<file path="config.mk">
export PLATFORM = sky130hd
export DESIGN_NAME = tx_atm_user_cell_filter
export DESIGN_NICKNAME = d
export VERILOG_FILES = /design/src/hw/tx_cell_filter_pkg.sv /design/src/hw/tx_atm_user_cell_filter.sv
export VERILOG_INCLUDE_DIRS = /design/src /design/src/hw
export SDC_FILE = /design/constraint.sdc
export NUM_CORES = 1
export LEC_CHECK = 0
export BUFFER_PORTS_ARGS = -buffer_cell sky130_fd_sc_hd__buf_2
export CAP_MARGIN = 5
export CORE_UTILIZATION = 63
export CTS_BUF_LIST = sky130_fd_sc_hd__clkbuf_16
export DETAILED_ROUTE_END_ITERATION = 10
export PLACE_DENSITY = 0.86
export REMOVE_ABC_BUFFERS = 1
export SKIP_CTS_REPAIR_TIMING = 1
export SLEW_MARGIN = 30
export SYNTH_ARGS = -nofsm -noshare
export SYNTH_HDL_FRONTEND = slang
export SYNTH_SLANG_ARGS = --single-unit
</file>
<file path="constraint.sdc">
create_clock -name ref_clk_in -period 3 [get_ports ref_clk_in]
set_input_delay 0.15 -clock ref_clk_in [delete_from_list [all_inputs] [get_ports ref_clk_in]]
set_output_delay 0.15 -clock ref_clk_in [all_outputs]
set_load 0.02 [all_outputs]
</file>
<file path="src/hw/tx_cell_filter_regs.svh">
`ifndef TX_CELL_FILTER_REGS_SVH
`define TX_CELL_FILTER_REGS_SVH

// Register offsets within the block page (filter 0), plus stride between filters
`define FLT_CTRL_OFS 8'h43
`define FLT_PAT_OFS 8'h44
`define FLT_CHK_OFS 8'h48
`define FLT_STRIDE 8'h10

// Control register fields
`define CTRL_SENSE_BIT 0
`define CTRL_DISCARD_BIT 1
`define CTRL_COPY_BIT 2
`define CTRL_ENABLE_BIT 3
`define CTRL_WIDTH 4

// Reset values
`define CTRL_RESET 4'h0
`define PAT_RESET 8'h00
`define CHK_RESET 8'h00
`define RDATA_IDLE 8'h00

// Filter count and cell header layout
`define NUM_FILTERS 4
`define HDR_BYTES 4
`define HDR_LAST 2'h3
`define HDR_FIRST 2'h0

`endif

</file>
<file path="src/hw/tx_cell_filter_pkg.sv">
package tx_cell_filter_pkg;

  typedef struct packed {
    logic [7:0] data;
    logic sop;
    logic eop;
  } cell_beat_t;

  typedef enum logic [1:0] {
    ST_HEADER = 2'b00,
    ST_REPLAY = 2'b01,
    ST_BODY = 2'b11
  } filt_state_t;

endpackage : tx_cell_filter_pkg

</file>
<file path="src/hw/tx_atm_user_cell_filter.sv">
`timescale 1ns/100ps
`default_nettype none
`include "tx_cell_filter_regs.svh"

// Operation
// - Cells from parity checker and insertion buffer both enter this filter stage.
// - Four filters judge every cell in parallel at the same time.
// - Each filter compares all four header bytes of the cell.
// - Control bit 3 enables each filter; 1 on, 0 off.
// - A disabled filter neither drops nor copies any cell.
// - An enabled filter acts on every cell per its control, pattern, check.
// - Copy bit 2 sends qualifying cells to the extraction memory port.
// - Discard bit 1 removes qualifying cells from the downstream path.
// - With discard clear, qualifying cells continue downstream.
// - Copy and discard are independent; both copies and drops the cell.
// - Sense bit 0: 1 acts on matching cells, 0 on non-matching.
// - Match criteria come from four pattern and four check registers.
// - One eight-bit pattern register per header byte, per filter.
// - Check bit 1 compares that header bit; 0 ignores it.
module tx_atm_user_cell_filter (
  input wire logic ref_clk_in,
  input wire logic resetn_in,
  input wire tx_cell_filter_pkg::cell_beat_t cell_in,
  input wire logic cell_valid_in,
  output logic cell_ready_out,
  output var tx_cell_filter_pkg::cell_beat_t cell_out,
  output logic cell_valid_out,
  output var tx_cell_filter_pkg::cell_beat_t copy_out,
  output logic copy_valid_out,
  input wire logic [7:0] reg_addr_in,
  input wire logic [7:0] reg_wdata_in,
  input wire logic reg_wr_in,
  input wire logic reg_rd_in,
  output logic [7:0] reg_rdata_out
);

  logic [`CTRL_WIDTH-1:0] ctrl [`NUM_FILTERS];
  logic [7:0] pattern [`NUM_FILTERS][`HDR_BYTES];
  logic [7:0] check [`NUM_FILTERS][`HDR_BYTES];
  logic [7:0] hdr [`HDR_BYTES];
  tx_cell_filter_pkg::filt_state_t state;
  logic [1:0] cnt;
  logic drop_q;
  logic copy_q;
  logic take;
  logic emit;
  tx_cell_filter_pkg::cell_beat_t emit_beat;
  logic [31:0] next_hdr;
  logic next_drop;
  logic next_copy;
  logic [7:0] next_rdata;

  function automatic logic [7:0] reg_at(input int f, input logic [7:0] base);
    reg_at = 8'(int'(base) + f * int'(`FLT_STRIDE));
  endfunction : reg_at

  function automatic logic hdr_match(input logic [31:0] h, input logic [31:0] p,
                                     input logic [31:0] c);
    hdr_match = (((h ^ p) & c) == 32'h0000_0000);
  endfunction : hdr_match

  // Register writes
  always_ff @(posedge ref_clk_in or negedge resetn_in) begin
    if (!resetn_in) begin
      for (int f = 0; f < `NUM_FILTERS; f++) begin
        ctrl[f] <= `CTRL_RESET;
        for (int b = 0; b < `HDR_BYTES; b++) begin
          pattern[f][b] <= `PAT_RESET;
          check[f][b] <= `CHK_RESET;
        end
      end
    end else if (reg_wr_in) begin
      for (int f = 0; f < `NUM_FILTERS; f++) begin
        if (reg_addr_in == reg_at(f, `FLT_CTRL_OFS)) begin
          ctrl[f] <= reg_wdata_in[`CTRL_WIDTH-1:0];
        end
        for (int b = 0; b < `HDR_BYTES; b++) begin
          if (reg_addr_in == reg_at(f, 8'(int'(`FLT_PAT_OFS) + b))) begin
            pattern[f][b] <= reg_wdata_in;
          end
          if (reg_addr_in == reg_at(f, 8'(int'(`FLT_CHK_OFS) + b))) begin
            check[f][b] <= reg_wdata_in;
          end
        end
      end
    end
  end

  // Register read mux; unused control bits and unmapped offsets read zero
  always_comb begin
    next_rdata = `RDATA_IDLE;
    for (int f = 0; f < `NUM_FILTERS; f++) begin
      if (reg_addr_in == reg_at(f, `FLT_CTRL_OFS)) begin
        next_rdata = {{(8 - `CTRL_WIDTH){1'b0}}, ctrl[f]};
      end
      for (int b = 0; b < `HDR_BYTES; b++) begin
        if (reg_addr_in == reg_at(f, 8'(int'(`FLT_PAT_OFS) + b))) begin
          next_rdata = pattern[f][b];
        end
        if (reg_addr_in == reg_at(f, 8'(int'(`FLT_CHK_OFS) + b))) begin
          next_rdata = check[f][b];
        end
      end
    end
  end

  always_ff @(posedge ref_clk_in or negedge resetn_in) begin
    if (!resetn_in) begin
      reg_rdata_out <= `RDATA_IDLE;
    end else if (reg_rd_in) begin
      reg_rdata_out <= next_rdata;
    end
  end

  // Cell decision from the full header as its last byte arrives
  always_comb begin
    next_hdr = {hdr[0], hdr[1], hdr[2], cell_in.data};
    next_drop = 1'b0;
    next_copy = 1'b0;
    for (int f = 0; f < `NUM_FILTERS; f++) begin
      if (ctrl[f][`CTRL_ENABLE_BIT] &&
          (hdr_match(next_hdr, {pattern[f][0], pattern[f][1], pattern[f][2], pattern[f][3]},
                     {check[f][0], check[f][1], check[f][2], check[f][3]})
           == ctrl[f][`CTRL_SENSE_BIT])) begin
        next_drop = next_drop | ctrl[f][`CTRL_DISCARD_BIT];
        next_copy = next_copy | ctrl[f][`CTRL_COPY_BIT];
      end
    end
  end

  // Stream handshake: stall input while the held header is replayed
  assign cell_ready_out = (state != tx_cell_filter_pkg::ST_REPLAY);
  assign take = cell_valid_in && cell_ready_out;

  always_comb begin
    emit = 1'b0;
    emit_beat = '0;
    case (state)
      tx_cell_filter_pkg::ST_REPLAY: begin
        emit = 1'b1;
        emit_beat.data = hdr[cnt];
        emit_beat.sop = (cnt == `HDR_FIRST);
        emit_beat.eop = 1'b0;
      end
      tx_cell_filter_pkg::ST_BODY: begin
        emit = take;
        emit_beat.data = cell_in.data;
        emit_beat.sop = 1'b0;
        emit_beat.eop = cell_in.eop;
      end
      default: begin
        emit = 1'b0;
      end
    endcase
  end

  // Header capture and sequencing
  always_ff @(posedge ref_clk_in or negedge resetn_in) begin
    if (!resetn_in) begin
      state <= tx_cell_filter_pkg::ST_HEADER;
      cnt <= `HDR_FIRST;
      drop_q <= 1'b0;
      copy_q <= 1'b0;
      for (int b = 0; b < `HDR_BYTES; b++) begin
        hdr[b] <= 8'h00;
      end
    end else begin
      case (state)
        tx_cell_filter_pkg::ST_HEADER: begin
          if (take && (cell_in.sop || cnt != `HDR_FIRST)) begin
            hdr[cnt] <= cell_in.data;
            cnt <= 2'(cnt + 2'h1);
            if (cell_in.sop && cnt != `HDR_FIRST) begin
              hdr[0] <= cell_in.data;
              cnt <= 2'h1;
            end else if (cnt == `HDR_LAST) begin
              drop_q <= next_drop;
              copy_q <= next_copy;
              state <= tx_cell_filter_pkg::ST_REPLAY;
            end
          end
        end
        tx_cell_filter_pkg::ST_REPLAY: begin
          cnt <= 2'(cnt + 2'h1);
          if (cnt == `HDR_LAST) begin
            state <= tx_cell_filter_pkg::ST_BODY;
          end
        end
        tx_cell_filter_pkg::ST_BODY: begin
          if (take && cell_in.eop) begin
            state <= tx_cell_filter_pkg::ST_HEADER;
          end
        end
        default: begin
          state <= tx_cell_filter_pkg::ST_HEADER;
          cnt <= `HDR_FIRST;
        end
      endcase
    end
  end

  // Downstream path toward HEC insertion
  always_ff @(posedge ref_clk_in or negedge resetn_in) begin
    if (!resetn_in) begin
      cell_out <= '0;
      cell_valid_out <= 1'b0;
    end else begin
      cell_out <= emit_beat;
      cell_valid_out <= emit && !drop_q;
    end
  end

  // Replica path toward the extraction memory
  always_ff @(posedge ref_clk_in or negedge resetn_in) begin
    if (!resetn_in) begin
      copy_out <= '0;
      copy_valid_out <= 1'b0;
    end else begin
      copy_out <= emit_beat;
      copy_valid_out <= emit && copy_q;
    end
  end

endmodule : tx_atm_user_cell_filter
`default_nettype wire

</file>
==> reports/metrics.yaml <==
placeableCoreArea_um2: 27900
yosys_warnings: 0
fp.dieW_um: 171
cts_buffer_depth: 3
dp_hpwl_mm: 49.1
muxShareOfSynthArea_pct: 21.0
synth_top_family_by_area: "multiplexers"
setup_viol: 0
crit_slowest_cell: "dfrtp_1"
cts_made_buffers: 35
slew_viol_final: 0
die_y_um: 171
multi_input_comb_area_um2: 9070
routed_wirelength_mm: 72.6
worst-path-buf-inv: 2
clk_pin_slew_worst_paths_ns: 0.06
syn_area_um2: 18000
insertion_delay_ns: 0.53
grt_pass1_wl_mm: 104
synth_top_area_share_pct: 45.9
port_buffers: 61
fp.dieArea_um2: 29200
synth_compound_area_share_pct: 13.5
dpl.cell_count: 2007
final_cells: 2072
min_period_ns: 2.89
rsz0062_at_grt: "false"
cp.required_ns: 3.44
cp_max_fo: 6
run_status: "complete, no violations"
relSlewSlack_pct: 28.9
synthAdderAreaFrac_pct: 0.278
ir_drop_v: 0.000551
drc: 0
synth_seq_cells: 330
synth_area_leaders: "dfrtp_1 46%, mux2_2 19%, xor2_1 6.2%"
crit_path_max_incr_delay_ns: 0.97
path_delay_family: "flip-flops"
first_pass_iters: 10
postSynthCellCount: 1599
synth_area_per_cell_um2: 11.2
overflow: 0
cts.sinks: 330
cts.htree.levels: 2
async_reset_ff_share_pct: 100
place.gp.congestion: 1.06
drv_cap: 0
post_drt_wl_per_cell_um: 35.0
grt_usage_pct: 50.8
syn2layout_area_growth_pct: 12.7
max_freq_mhz: 346
finClkSkew_ns: 0.0127
whs_ns: 0.0216
design_area_um2: 20300
cp-end-kind: "register"
postPlaceCellArea_um2: 19000
power_mw: 13.9
start_util_pct: 64.4
netlist.top_cell.by_area: "dfrtp_1"
vias_per_cell: 7.39
worst-slew-pin-transition_ns: 1.07
p_per_area_nw_per_um2: 688
fillers: 1923
synth.distinct_cells: 80
leakage_nw: 9.79
nNetsFinal: 1703
yosys.area_share.xor_xnor_pct: 6.38
grt_max_degree: 101
yosysSeqAreaShare_pct: 45.9
arrival_ns: 3.32
crit_chain: "xor2_1 -> a22oi_1 -> nand4_1 -> nor4_1 -> buf_4 -> mux2i_1 -> a31oi_1 -> buf_4 -> a31oi_1"
hold_viol: 0
rows: 61
path_class: "register to register"
synth_simple_gate_area_share_pct: 9.15
critPathLaunchType: "register"
timing.final.crit_share_pct: 96.2
drive_above_1_share_pct: 32.4
cts_root_buffer: "clkbuf_16"
drt-initial-drc-count: 2295
seq_area_um2: 8260
ys_dominant_reg_cell: "dfrtp_1"
io_pins: 62
grt_pass1_vias: 15266
ant_nets: 0
synth_edf_count: 0
via_count: 15318
cts_tree: "built"
hp-class: "input pin to register"
antenna_found_initial: 3
[logic make-up (layout without fill, tap and decap cells)]
| family | count (synthesis) | after routing |
|---|---|---|
| AO/OA/AOI/OAI | 349 | 349 |
| flip-flops | 330 | 330 |
| multiplexers | 329 | 329 |
| AND/OR/NAND/NOR | 310 | 310 |
| buffers and inverters | 146 | 240 |
| XOR/XNOR | 131 | 131 |
| adder cells (fa/ha/maj) | 4 | 4 |
| other | 0 | 1 |
[path summary, 6_finish.rpt]
| check | from | endpoint | slack, ns | depth (start not counted) |
|---|---|---|---|---|
| setup / recovery | hdr[22]$_DFFE_PN0P_ | copy_q$_DFFE_PN0P_ | 0.11 | 9 |
| hold / removal | cell_valid_in | copy_valid_out$_DFF_PN0_ | 0.02 | 3 |
| setup reg to reg | hdr[22]$_DFFE_PN0P_ | copy_q$_DFFE_PN0P_ | 0.11 | 9 |
| hold reg to reg | hdr[0]$_DFFE_PN0P_ | hdr[0]$_DFFE_PN0P_ | 0.51 | 1 |
| max in group asynchronous | resetn_in | pattern[77]$_DFFE_PN0P_ | 1.87 | 3 |
| min in group asynchronous | resetn_in | check[106]$_DFFE_PN0P_ | 0.29 | 2 |
[cells in the mapped netlist (all sizes together) (11+ instances only)]
cell type  instances
dfrtp            330
mux2             310
xor2             128
nand2            118
a22oi             84
clkbuf            79
nor2              62
a21oi             59
o21ai             53
buf               50
o22ai             29
nand3             22
a31oi             18
nor3              18
a221oi            17
inv               17
nand4             16
nor4              12
mux2i             11
[flip-flops by register name (all words and copies together) (netlist names)]
name and cells:
copy_out 10, copy_q 1, drop_q 1, hdr 32
reg_rdata_out 8, cnt 2, state 2, copy_valid_out 1
ctrl 16, check 128, pattern 128, cell_valid_out 1
[cell type report]
cell class              count  share of cell area (%)
multi-input cells        1123                    44.8
flip-flops and latches    330                    40.8
repair buffers            161                    5.86
clock buffers              37                    4.57
well taps                 378                    2.33
clock inverters            25                    1.38
inverters                  17                   0.315
diodes                      1                  0.0124
[worst reg2reg max path, cell delays in order, from the launching register on]
cell,delay (ns)
dfrtp_1,0.97
xor2_1,0.16
a22oi_1,0.26
nand4_1,0.16
nor4_1,0.38
buf_4,0.24
mux2i_1,0.23
a31oi_1,0.08
buf_4,0.16
a31oi_1,0.16
[power breakdown]
group / total, mW / internal (mW) / switching [mW]
logic: 3.06 / 1.33 / 1.73
registers: 6.26 / 4.93 / 1.33
clock network: 4.63 / 2.76 / 1.87
[layout by cell type (no fill, tap or decap), types with 37 or more instances in the layout]
| cell | count |
|---|---|
| buf_4 | 90 |
| dfrtp_1 | 330 |
| nand2_1 | 118 |
| nor2_1 | 61 |
| a22oi_1 | 84 |
| xor2_1 | 128 |
| mux2_2 | 310 |
| o21ai_0 | 48 |
| clkbuf_16 | 37 |
| a21oi_1 | 59 |
| buf_2 | 59 |
[per-layer routing]
metal  global-route usage (%)  routed length (um)  vias up
met1                     63.2               26200     7605
met4                     33.9                5770        6
met2                     72.2               30200     1268
li1                         -                   -     6066
met3                     20.4               10300      373
met5                     3.30                 149        -
[metrics by stage]
stage                     setup slack (ns)  TNS, ns  util [%]
after global placement              0.0414        0      68.1
after CTS                            0.281        0      72.4
after floorplan                     -0.221   -0.462         -
final                                0.114        0      72.5
after detailed placement            0.0738        0      68.1
after global routing                0.0174        0      72.5
No activity file was read; power rests on OpenSTA's default activity.
